## src/verilog/pfe_pkg.sv

```systemverilog
package pfe_pkg;

	// register indices; byte address is four times the index
	localparam logic [7:0]  PFE_IDX_CAP_TWO    = 8'h5d;
	localparam logic [7:0]  PFE_IDX_EN_CTRL    = 8'h5f;
	localparam logic [7:0]  PFE_IDX_MASTER_EN  = 8'h59;
	localparam logic [31:0] PFE_ADDR_CAP_TWO   = {22'h0, PFE_IDX_CAP_TWO, 2'b00};
	localparam logic [31:0] PFE_ADDR_EN_CTRL   = {22'h0, PFE_IDX_EN_CTRL, 2'b00};

	// capacitor register layout
	localparam int          PFE_CAP_SEL_LSB    = 0;
	localparam int          PFE_CAP_SEL_W      = 5;
	localparam int          PFE_CAP_FACT_LSB   = 5;
	localparam int          PFE_CAP_FACT_W     = 2;
	localparam int          PFE_CAP_UNUSED_BIT = 7;
	localparam logic [7:0]  PFE_CAP_RESET      = 8'h27;
	localparam logic [7:0]  PFE_CAP_IMPL       = 8'h7f;
	localparam logic [4:0]  PFE_CAP_SEL_RESET  = 5'h07;
	localparam logic [4:0]  PFE_CAP_SEL_MIN    = 5'h00;
	localparam logic [4:0]  PFE_CAP_SEL_MAX    = 5'h1f;

	// enable register layout
	localparam int          PFE_EN_FACT_HI_LSB = 4;
	localparam int          PFE_EN_OUT_BIT     = 3;
	localparam int          PFE_EN_BIAS_BIT    = 2;
	localparam int          PFE_EN_FACT_LO_LSB = 0;
	localparam logic [7:0]  PFE_EN_RESET       = 8'hf1;
	localparam logic [7:0]  PFE_EN_IMPL        = 8'hff;
	localparam logic [5:0]  PFE_EN_FACT_RESET  = 6'h3d;

	// bus encodings
	localparam logic [1:0]  PFE_HTRANS_NONSEQ  = 2'b10;
	localparam logic        PFE_HRESP_OKAY     = 1'b0;

endpackage

```

## src/verilog/pfe_cfg_byte.sv

```systemverilog
`timescale 1ns/100ps
module pfe_cfg_byte #(
	parameter logic [7:0] RST_VAL  = 8'h00,
	parameter logic [7:0] IMPL_MSK = 8'hff
) (
	// clock and reset
	input  wire logic       clk,
	input  wire logic       rst_n,
	// write port
	input  wire logic       wr_en,
	input  wire logic [7:0] wdata,
	// register value and its next value
	output logic      [7:0] q,
	output logic      [7:0] d
);

	genvar b;
	generate
		for (b = 0; b < 8; b++) begin : g_bit
			if (IMPL_MSK[b]) begin : g_impl
				logic bit_q;
				assign d[b] = wr_en ? wdata[b] : bit_q;
				always_ff @(posedge clk or negedge rst_n) begin
					if (!rst_n)
						bit_q <= RST_VAL[b];
					else
						bit_q <= d[b];
				end
				assign q[b] = bit_q;
			end else begin : g_void
				// unimplemented: reads zero, writes dropped
				assign d[b] = 1'b0;
				assign q[b] = 1'b0;
			end
		end
	endgenerate

	property p_void_bits_zero;
		@(posedge clk) disable iff (!rst_n)
		(q & ~IMPL_MSK) == 8'h00;
	endproperty
	a_void_bits_zero: assert property (p_void_bits_zero) else $error("unimplemented bit reads one");

	property p_hold_without_write;
		@(posedge clk) disable iff (!rst_n)
		!wr_en |=> q == $past(q);
	endproperty
	a_hold_without_write: assert property (p_hold_without_write) else $error("register moved without write");

endmodule

```

## src/verilog/pfe_out_gate.sv

```systemverilog
`timescale 1ns/100ps
module pfe_out_gate (
	// clock and reset
	input  wire logic clk,
	input  wire logic rst_n,
	// enables
	input  wire logic out_en,
	input  wire logic bias_en,
	input  wire logic master_en,
	// gated result
	output logic      active
);

	logic active_q;
	logic active_d;

	assign active_d = out_en & bias_en & master_en;

	always_ff @(posedge clk or negedge rst_n) begin
		if (!rst_n)
			active_q <= 1'b0;
		else
			active_q <= active_d;
	end

	assign active = active_q;

	property p_needs_all_three;
		@(posedge clk) disable iff (!rst_n)
		active |-> $past(out_en) && $past(bias_en) && $past(master_en);
	endproperty
	a_needs_all_three: assert property (p_needs_all_three) else $error("output active without all enables");

endmodule

```

## src/verilog/pfe_pll_filter_regs.sv

```systemverilog
// Chosen here: the AHB-Lite register port.
`timescale 1ns/100ps
// Notes on behaviour
// - the capacitor register holds a read/write 5-bit second-capacitor select in bits 4..0, reset to 00111.
// - the select code is passed on unchanged so the capacitance rises linearly from code 00000 to 11111.
// - factory bits reset to 0,1 in the capacitor register and to 1111 and 0,1 in the enable register.
// - enable register bit 3 enables the PLL output and bit 2 the PLL bias, 1 meaning enabled, both reset to 0.
// - the PLL output goes active one clock after output enable, bias enable and the master PLL enable are all set, and drops one clock after any clears.
module pfe_pll_filter_regs
	import pfe_pkg::*;
(
	// clock and reset
	input  wire logic        hclk,
	input  wire logic        hresetn,
	// ahb-lite slave
	input  wire logic        hsel,
	input  wire logic [31:0] haddr,
	input  wire logic [1:0]  htrans,
	input  wire logic        hwrite,
	input  wire logic [2:0]  hsize,
	input  wire logic [31:0] hwdata,
	input  wire logic        hready,
	output logic      [31:0] hrdata,
	output logic             hreadyout,
	output logic             hresp,
	// master enable from the neighbouring register
	input  wire logic        pll_master_en,
	// loop filter and enable controls
	output logic [pfe_pkg::PFE_CAP_SEL_W-1:0] loop_cap_two_sel,
	output logic [pfe_pkg::PFE_CAP_FACT_W-1:0] cap_factory_reserved_bits,
	output logic [5:0]       en_factory_reserved_bits,
	output logic             pll_out_en,
	output logic             pll_bias_en,
	output logic             pll_out_active
);

	import pfe_pkg::*;

	// address phase decode
	wire        acc_take;
	wire        hit_cap;
	wire        hit_en;
	wire        rd_take;

	assign acc_take = hsel & hready & htrans[1];
	assign hit_cap  = (haddr == PFE_ADDR_CAP_TWO);
	assign hit_en   = (haddr == PFE_ADDR_EN_CTRL);
	assign rd_take  = acc_take & ~hwrite;

	// data phase state
	logic       dph_wr_cap_q;
	logic       dph_wr_en_q;
	logic       dph_wr_cap_d;
	logic       dph_wr_en_d;

	assign dph_wr_cap_d = acc_take & hwrite & hit_cap;
	assign dph_wr_en_d  = acc_take & hwrite & hit_en;

	always_ff @(posedge hclk or negedge hresetn) begin
		if (!hresetn) begin
			dph_wr_cap_q <= 1'b0;
			dph_wr_en_q  <= 1'b0;
		end else begin
			dph_wr_cap_q <= dph_wr_cap_d;
			dph_wr_en_q  <= dph_wr_en_d;
		end
	end

	// register storage
	wire [7:0] wr_byte;
	wire [7:0] cap_q;
	wire [7:0] cap_d;
	wire [7:0] en_q;
	wire [7:0] en_d;

	assign wr_byte = hwdata[7:0];

	pfe_cfg_byte #(
		.RST_VAL  (PFE_CAP_RESET),
		.IMPL_MSK (PFE_CAP_IMPL)
	) u_cap_two (
		.clk   (hclk),
		.rst_n (hresetn),
		.wr_en (dph_wr_cap_q),
		.wdata (wr_byte),
		.q     (cap_q),
		.d     (cap_d)
	);

	pfe_cfg_byte #(
		.RST_VAL  (PFE_EN_RESET),
		.IMPL_MSK (PFE_EN_IMPL)
	) u_en_ctrl (
		.clk   (hclk),
		.rst_n (hresetn),
		.wr_en (dph_wr_en_q),
		.wdata (wr_byte),
		.q     (en_q),
		.d     (en_d)
	);

	// field outputs straight from the storage flops
	assign loop_cap_two_sel          = cap_q[PFE_CAP_SEL_LSB +: PFE_CAP_SEL_W];
	assign cap_factory_reserved_bits = cap_q[PFE_CAP_FACT_LSB +: PFE_CAP_FACT_W];
	assign en_factory_reserved_bits  = {en_q[PFE_EN_FACT_HI_LSB +: 4], en_q[PFE_EN_FACT_LO_LSB +: 2]};
	assign pll_out_en                = en_q[PFE_EN_OUT_BIT];
	assign pll_bias_en               = en_q[PFE_EN_BIAS_BIT];

	pfe_out_gate u_gate (
		.clk       (hclk),
		.rst_n     (hresetn),
		.out_en    (pll_out_en),
		.bias_en   (pll_bias_en),
		.master_en (pll_master_en),
		.active    (pll_out_active)
	);

	// read path uses next values so a read right behind a write sees the new data
	wire [7:0]  rd_byte;
	wire [31:0] rdata_d;

	assign rd_byte = hit_cap ? cap_d : (hit_en ? en_d : 8'h00);
	assign rdata_d = rd_take ? {24'h000000, rd_byte} : 32'h00000000;

	logic [31:0] rdata_q;
	logic        readyout_q;
	logic        resp_q;

	always_ff @(posedge hclk or negedge hresetn) begin
		if (!hresetn)
			rdata_q <= 32'h00000000;
		else
			rdata_q <= rdata_d;
	end

	// zero wait states, always okay
	always_ff @(posedge hclk or negedge hresetn) begin
		if (!hresetn) begin
			readyout_q <= 1'b1;
			resp_q     <= PFE_HRESP_OKAY;
		end else begin
			readyout_q <= 1'b1;
			resp_q     <= PFE_HRESP_OKAY;
		end
	end

	assign hrdata    = rdata_q;
	assign hreadyout = readyout_q;
	assign hresp     = resp_q;

	// helper state for the checks below
	logic seen_cap_wr_q;
	logic seen_en_wr_q;
	logic rd_cap_q;
	logic rd_en_q;

	always_ff @(posedge hclk or negedge hresetn) begin
		if (!hresetn) begin
			seen_cap_wr_q <= 1'b0;
			seen_en_wr_q  <= 1'b0;
			rd_cap_q      <= 1'b0;
			rd_en_q       <= 1'b0;
		end else begin
			seen_cap_wr_q <= seen_cap_wr_q | dph_wr_cap_q;
			seen_en_wr_q  <= seen_en_wr_q | dph_wr_en_q;
			rd_cap_q      <= rd_take & hit_cap;
			rd_en_q       <= rd_take & hit_en;
		end
	end

	property p_cap_reset_value;
		@(posedge hclk) disable iff (!hresetn)
		!seen_cap_wr_q && !dph_wr_cap_q |-> loop_cap_two_sel == PFE_CAP_SEL_RESET;
	endproperty
	a_cap_reset_value: assert property (p_cap_reset_value) else $error("capacitor select not at reset value");

	property p_cap_write_lands;
		@(posedge hclk) disable iff (!hresetn)
		dph_wr_cap_q |=> loop_cap_two_sel == $past(hwdata[4:0]) && cap_q[7] == 1'b0;
	endproperty
	a_cap_write_lands: assert property (p_cap_write_lands) else $error("capacitor write lost or bit 7 set");

	property p_cap_code_linear;
		@(posedge hclk) disable iff (!hresetn)
		rd_cap_q && !dph_wr_cap_q |-> hrdata[4:0] == loop_cap_two_sel
			&& loop_cap_two_sel >= PFE_CAP_SEL_MIN && loop_cap_two_sel <= PFE_CAP_SEL_MAX;
	endproperty
	a_cap_code_linear: assert property (p_cap_code_linear) else $error("capacitor code differs from readback");

	property p_factory_reset;
		@(posedge hclk) disable iff (!hresetn)
		!seen_en_wr_q && !dph_wr_en_q && !seen_cap_wr_q && !dph_wr_cap_q |->
			en_factory_reserved_bits == PFE_EN_FACT_RESET
			&& cap_factory_reserved_bits == PFE_CAP_RESET[PFE_CAP_FACT_LSB +: PFE_CAP_FACT_W];
	endproperty
	a_factory_reset: assert property (p_factory_reset) else $error("factory bits not at reset value");

	property p_enables_reset;
		@(posedge hclk) disable iff (!hresetn)
		!seen_en_wr_q && !dph_wr_en_q |-> !pll_out_en && !pll_bias_en && !pll_out_active;
	endproperty
	a_enables_reset: assert property (p_enables_reset) else $error("enable set before any write");

	property p_enable_readback;
		@(posedge hclk) disable iff (!hresetn)
		rd_en_q && !dph_wr_en_q |-> hrdata[3] == pll_out_en && hrdata[2] == pll_bias_en;
	endproperty
	a_enable_readback: assert property (p_enable_readback) else $error("enable readback wrong");

	property p_active_follows;
		@(posedge hclk) disable iff (!hresetn)
		pll_out_en && pll_bias_en && pll_master_en |=> pll_out_active;
	endproperty
	a_active_follows: assert property (p_active_follows) else $error("output not active with all enables");

	property p_active_drops;
		@(posedge hclk) disable iff (!hresetn)
		!pll_master_en ##1 !pll_master_en |-> !pll_out_active;
	endproperty
	a_active_drops: assert property (p_active_drops) else $error("output active without master enable");

	property p_bit7_reads_zero;
		@(posedge hclk) disable iff (!hresetn)
		rd_cap_q |-> hrdata[31:7] == 25'h0;
	endproperty
	a_bit7_reads_zero: assert property (p_bit7_reads_zero) else $error("capacitor bit 7 read as one");

	property p_no_wait;
		@(posedge hclk) disable iff (!hresetn)
		hreadyout && hresp == PFE_HRESP_OKAY;
	endproperty
	a_no_wait: assert property (p_no_wait) else $error("slave inserted wait or error");

	property p_en_write_lands;
		@(posedge hclk) disable iff (!hresetn)
		dph_wr_en_q |=> pll_out_en == $past(hwdata[PFE_EN_OUT_BIT]) && pll_bias_en == $past(hwdata[PFE_EN_BIAS_BIT]);
	endproperty
	a_en_write_lands: assert property (p_en_write_lands) else $error("enable write lost");

	property p_cap_fact_write;
		@(posedge hclk) disable iff (!hresetn)
		dph_wr_cap_q |=> cap_factory_reserved_bits == $past(hwdata[PFE_CAP_FACT_LSB +: PFE_CAP_FACT_W]);
	endproperty
	a_cap_fact_write: assert property (p_cap_fact_write) else $error("capacitor factory bits not written");

	property p_en_fact_write;
		@(posedge hclk) disable iff (!hresetn)
		dph_wr_en_q |=> en_factory_reserved_bits == {$past(hwdata[7:4]), $past(hwdata[1:0])};
	endproperty
	a_en_fact_write: assert property (p_en_fact_write) else $error("enable factory bits not written");

	property p_cap_readback_full;
		@(posedge hclk) disable iff (!hresetn)
		rd_cap_q |-> hrdata[7:0] == cap_q;
	endproperty
	a_cap_readback_full: assert property (p_cap_readback_full) else $error("capacitor readback wrong");

	property p_en_readback_full;
		@(posedge hclk) disable iff (!hresetn)
		rd_en_q |-> hrdata[7:0] == en_q;
	endproperty
	a_en_readback_full: assert property (p_en_readback_full) else $error("enable register readback wrong");

	property p_upper_read_zero;
		@(posedge hclk) disable iff (!hresetn)
		rd_cap_q || rd_en_q |-> hrdata[31:8] == 24'h0;
	endproperty
	a_upper_read_zero: assert property (p_upper_read_zero) else $error("upper read data not zero");

	property p_idle_read_zero;
		@(posedge hclk) disable iff (!hresetn)
		!rd_cap_q && !rd_en_q |-> hrdata == 32'h0;
	endproperty
	a_idle_read_zero: assert property (p_idle_read_zero) else $error("read data outside a register read");

	property p_cap_kept_on_en_write;
		@(posedge hclk) disable iff (!hresetn)
		dph_wr_en_q |=> $stable(cap_q);
	endproperty
	a_cap_kept_on_en_write: assert property (p_cap_kept_on_en_write) else $error("capacitor moved on enable write");

	property p_en_kept_on_cap_write;
		@(posedge hclk) disable iff (!hresetn)
		dph_wr_cap_q |=> $stable(en_q);
	endproperty
	a_en_kept_on_cap_write: assert property (p_en_kept_on_cap_write) else $error("enables moved on capacitor write");

	property p_active_needs_out;
		@(posedge hclk) disable iff (!hresetn)
		!pll_out_en |=> !pll_out_active;
	endproperty
	a_active_needs_out: assert property (p_active_needs_out) else $error("output active without output enable");

	property p_active_needs_bias;
		@(posedge hclk) disable iff (!hresetn)
		!pll_bias_en |=> !pll_out_active;
	endproperty
	a_active_needs_bias: assert property (p_active_needs_bias) else $error("output active without bias enable");

	property p_active_rise;
		@(posedge hclk) disable iff (!hresetn)
		$rose(pll_out_active) |-> $past(pll_out_en) && $past(pll_bias_en) && $past(pll_master_en);
	endproperty
	a_active_rise: assert property (p_active_rise) else $error("output rose without all enables");

endmodule

```

## config.mk

```make
export PLATFORM = sky130hd
export DESIGN_NAME = pfe_pll_filter_regs
export DESIGN_NICKNAME = d
export VERILOG_FILES = /design/src/verilog/pfe_pkg.sv /design/src/verilog/pfe_cfg_byte.sv /design/src/verilog/pfe_out_gate.sv /design/src/verilog/pfe_pll_filter_regs.sv
export SDC_FILE = /design/constraint.sdc
export NUM_CORES = 1
export LEC_CHECK = 0
export ABC_CLOCK_PERIOD_IN_PS = 3000
export CORE_MARGIN = 2
export CORE_UTILIZATION = 55
export CTS_CLUSTER_SIZE = 30
export DETAILED_ROUTE_END_ITERATION = 10
export DONT_BUFFER_PORTS = 1
export PLACE_DENSITY = 0.73
export SYNTH_ARGS = -nofsm -noshare
export SYNTH_HDL_FRONTEND = slang
export SYNTH_SLANG_ARGS = --single-unit
```

## constraint.sdc

```tcl
create_clock -name hclk -period 3 [get_ports hclk]
set_input_delay 0.15 -clock hclk [delete_from_list [all_inputs] [get_ports hclk]]
set_output_delay 0.15 -clock hclk [all_outputs]
set_load 0.05 [all_outputs]
```

==> impl.org <==
** Layout
- ANT cells :: 0
- Finished Core Util :: 0.5833
- Most common cell after layout, fill and taps aside :: sky130_fd_sc_hd__conb_1
- In the final design database the tool counted about 190 nets.
- Fraction of final layout cells sized beyond drive strength 1 :: 0.3051
- Highest-count cells in the layout ignoring fill and taps :: sky130_fd_sc_hd__conb_1, sky130_fd_sc_hd__dfrtp_1, sky130_fd_sc_hd__mux2_2
- Synth-to-Final Area Change :: -0.8432%

** Detailed routing
- Vias per inst :: around 5.5
- Drt pass-1 iters :: 3
- The final route contains 816 vias.
- The detailed router finished its first iteration with 6 violations.
- In the final routed layout, each cell accounts on average for 18.40 um.
- Total DRC errors in the routed layout :: 0
- WL final :: approximately 2700 um
- Number of nets with antenna violations after detailed routing :: 0

** Synthesis
- Instance count of the mapped netlist :: 119
- Main area contributors after synthesis :: sky130_fd_sc_hd__dfrtp_1, sky130_fd_sc_hd__buf_4, sky130_fd_sc_hd__dfstp_2
- The share of synthesized area in the top cell type comes to 0.2867.
- Average cell area after synthesis :: about 12 um2
- The mapped netlist covers between 0.001 and 0.0015 mm2.
- Dominant cell type by area after synthesis :: sky130_fd_sc_hd__dfrtp_1
- Count of cell types in the netlist :: 22
- The share of the Yosys chip area taken by registers is 0.4460.
- Yosys printed 0 warnings.
- After synthesis the netlist holds a flip-flop and latch count of 26.

** Status
- The run finished with clean final reports.

** Place
- PortBufs :: 0
- The congestion estimate from routability-driven global placement came to 0.6524.
- The wire-length estimate of the detail-placed layout is 1961 um.
- Pre-CTS WS :: between 1500 and 2000 ps

** Pwr
- The share of total power dissipated in sequential elements is 0.580.
- Sw frac :: 0.2984
- Maximum resistive drop on vdd :: between 0.2 and 0.3 mV
- Standby leakage power :: a little under 0.7 nW
- The internal power of the cells totals approximately 0.00042 W.
- The completed layout was analyzed and its total power is about 0.00061 W.
- Sw Pwr :: roughly 0.00018 W
- Power density over the cells :: a little over 400 mW/mm2
- Combinational share of power :: 0.174
- Clock network fraction of total power :: 0.246

** Timing
- Final hold violations :: 0
- The worst path needs about 1300 ps of the cycle, external delays included.
- Top achievable clock speed :: ~750 MHz
- Clock skew on the completed layout was measured at about 3.5 ps.
- Setup-failing EPs final :: 0
- Share of the cycle needed by the critical path after routing :: 0.4465
- The final count of pins violating max slew was 0.
- Setup repair after global routing left no endpoint under its margin.
- Once routing completed, OpenROAD measured the worst setup slack at 1661 ps.
- For the final routed database, the setup TNS stands at 0 ps.
- Worst Hold Slack :: 7.173 ps

** Run
- Maximum capacitance violations :: 0

** Floorplan
- between 100 and 150 I/O pins were placed.
- After floorplanning, the core was divided into 18 placement rows.
- In this run the standard cell core region covers around 0.0025 mm2.
- Effective utilization at floorplan :: 0.5883
- The die is roughly 56 um wide.
- Full die area :: 0.003129 mm2
- Vert. Die Dim :: approximately 56 um

** CTS
- The longest clock path from root to sink contains 2 buffers.
- Clock buffers created by TritonCTS :: 3
- Total of cells resized after clock tree synthesis :: 0
- Post-CTS setup buffer count :: 0
- After clock tree synthesis, the flow added hold-fix buffers numbering 10.
- In this run the number of H-tree levels came out at 1.
- TritonCTS built the clock tree.
- Latest clock arrival within the worst-skew pair :: slightly above 300 ps
- The tree is rooted in a sky130_fd_sc_hd__clkbuf_4.
- Clock sink total :: 26
- After clock tree synthesis, the clock-pin slew on the worst setup and hold paths is 130 ps.

** Global route
- The number of antenna violations at the first check in global routing came to 0.
- Total global routing track utilization :: 0.1657
- Global routing finished with a remaining overflow of 0.
- Wire length of the first global-routing pass :: 3953 um
- Entering global routing, the biggest net connects 27 pins.
- The number of global-route vias before repair was between 800 and 900.

** Min path
- The path with the worst hold slack has its endpoint at u_en_ctrl.g_bit[7].g_impl.bit_q.
- Cell depth of the worst hold path :: 1
- The path class of the tightest hold or removal check is primary input to register.
- The startpoint identified for the worst hold timing path is hwdata[7].

** Critical path
- STA classifies the critical path startpoint as a register.
- Data on the critical path is required at its endpoint by around 3200 ps.
- RR Endpoint :: hrdata[6]
- Data on the critical path arrives at its endpoint at roughly 1500 ps.
- Register-to-register setup slack :: around 1700 ps
- R2R depth :: 3
- The worst setup path is of the register to register kind.
- Maximum fanout along the worst path :: 8
- The worst register-to-register path begins at dph_wr_en_q.
- STA classifies the critical path endpoint as a register.
sequential cells by signal, summed over array words and instances, names as in the netlist:
signal / flops
dph_wr_en_q: 1
u_en_ctrl.g_bit.g_impl.bit_q: 8
u_gate.active: 1
dph_wr_cap_q: 1
hrdata: 8
u_cap_two.g_bit.g_impl.bit_q: 7
cell families after synthesis:
kind of cell,Yosys count,share of synthesized area
buf+inv,42,0.2066
mux,22,0.1610
simple gates,27,0.1813
flops,26,0.4460
other cells,2,0.005061
power by group through the flow:
| stage | sequential, W | combinational, W | clock (W) |
|---|---|---|---|
| 3_3_place_gp | 0.000357 | 0.0000817 | 0 |
| 5_1_grt | 0.000351 | 0.000110 | 0.000160 |
| 6_report | 0.000351 | 0.000105 | 0.000149 |
| 2_1_floorplan | 0.000357 | 0.000110 | 0 |
| 3_5_place_dp | 0.000357 | 0.0000817 | 0 |
| 4_1_cts | 0.000351 | 0.000102 | 0.000150 |
area by class of cell:
type	instances	area [um2]
sequential	26	661.9
multi-input combinational	75	605.6
fill	197	1051
timing repair buffer	13	140.1
tap	30	37.54
clock buffer	4	26.28
Yosys cell counts:
| library cell | number |
|---|---|
| sky130_fd_sc_hd__and3_1 | 1 |
| sky130_fd_sc_hd__and4b_1 | 1 |
| sky130_fd_sc_hd__and4bb_2 | 1 |
| sky130_fd_sc_hd__buf_2 | 2 |
| sky130_fd_sc_hd__buf_4 | 39 |
| sky130_fd_sc_hd__clkbuf_1 | 1 |
| sky130_fd_sc_hd__conb_1 | 2 |
| sky130_fd_sc_hd__dfrtp_1 | 17 |
| sky130_fd_sc_hd__dfstp_2 | 9 |
| sky130_fd_sc_hd__mux2_2 | 15 |
| sky130_fd_sc_hd__mux2i_1 | 7 |
| sky130_fd_sc_hd__nand2_1 | 2 |
| sky130_fd_sc_hd__nand2b_1 | 1 |
| sky130_fd_sc_hd__nand3_1 | 1 |
| sky130_fd_sc_hd__nand3b_1 | 1 |
| sky130_fd_sc_hd__nand4_4 | 1 |
| sky130_fd_sc_hd__nand4b_2 | 1 |
| sky130_fd_sc_hd__nor2_1 | 1 |
| sky130_fd_sc_hd__nor4_1 | 11 |
| sky130_fd_sc_hd__nor4_4 | 2 |
| sky130_fd_sc_hd__nor4b_2 | 1 |
| sky130_fd_sc_hd__nor4b_4 | 2 |
worst max-delay path by stage:
stage / from / end / slack, ps / depth (start not counted)
final: dph_wr_en_q / hrdata[6] / 1660 / 3
after global routing: dph_wr_en_q / hrdata[6] / 1560 / 3
after detailed placement: dph_wr_en_q / hrdata[6] / 1680 / 3
after global placement: dph_wr_en_q / hrdata[0] / 1680 / 3
after CTS: dph_wr_en_q / hrdata[5] / 1650 / 3
after floorplan: u_en_ctrl.g_bit[2].g_impl.bit_q / hrdata[2] / 1810 / 3
worst max-delay path, stage by stage, from the launching register on:
cell	delay, ps
sky130_fd_sc_hd__dfrtp_1	610
sky130_fd_sc_hd__mux2_2	410
sky130_fd_sc_hd__mux2i_1	140
sky130_fd_sc_hd__nor4_1	60
routing by layer:
layer,share of wire,vias up,track usage
met5,0,-,0
met4,0.0062,0,0.06463
met3,0.090,2,0.03953
met2,0.56,64,0.3095
met1,0.35,397,0.1786
li1,-,353,-
through the flow:
step | instance area (um2) | cells
final | 1471 | 148
after global routing | 1471 | 148
after CTS | 1441 | 145
after detailed placement | 1305 | 131
after global placement | 1305 | 131
after floorplan | 1574 | 143
No activity file was read; power rests on OpenSTA's default activity.
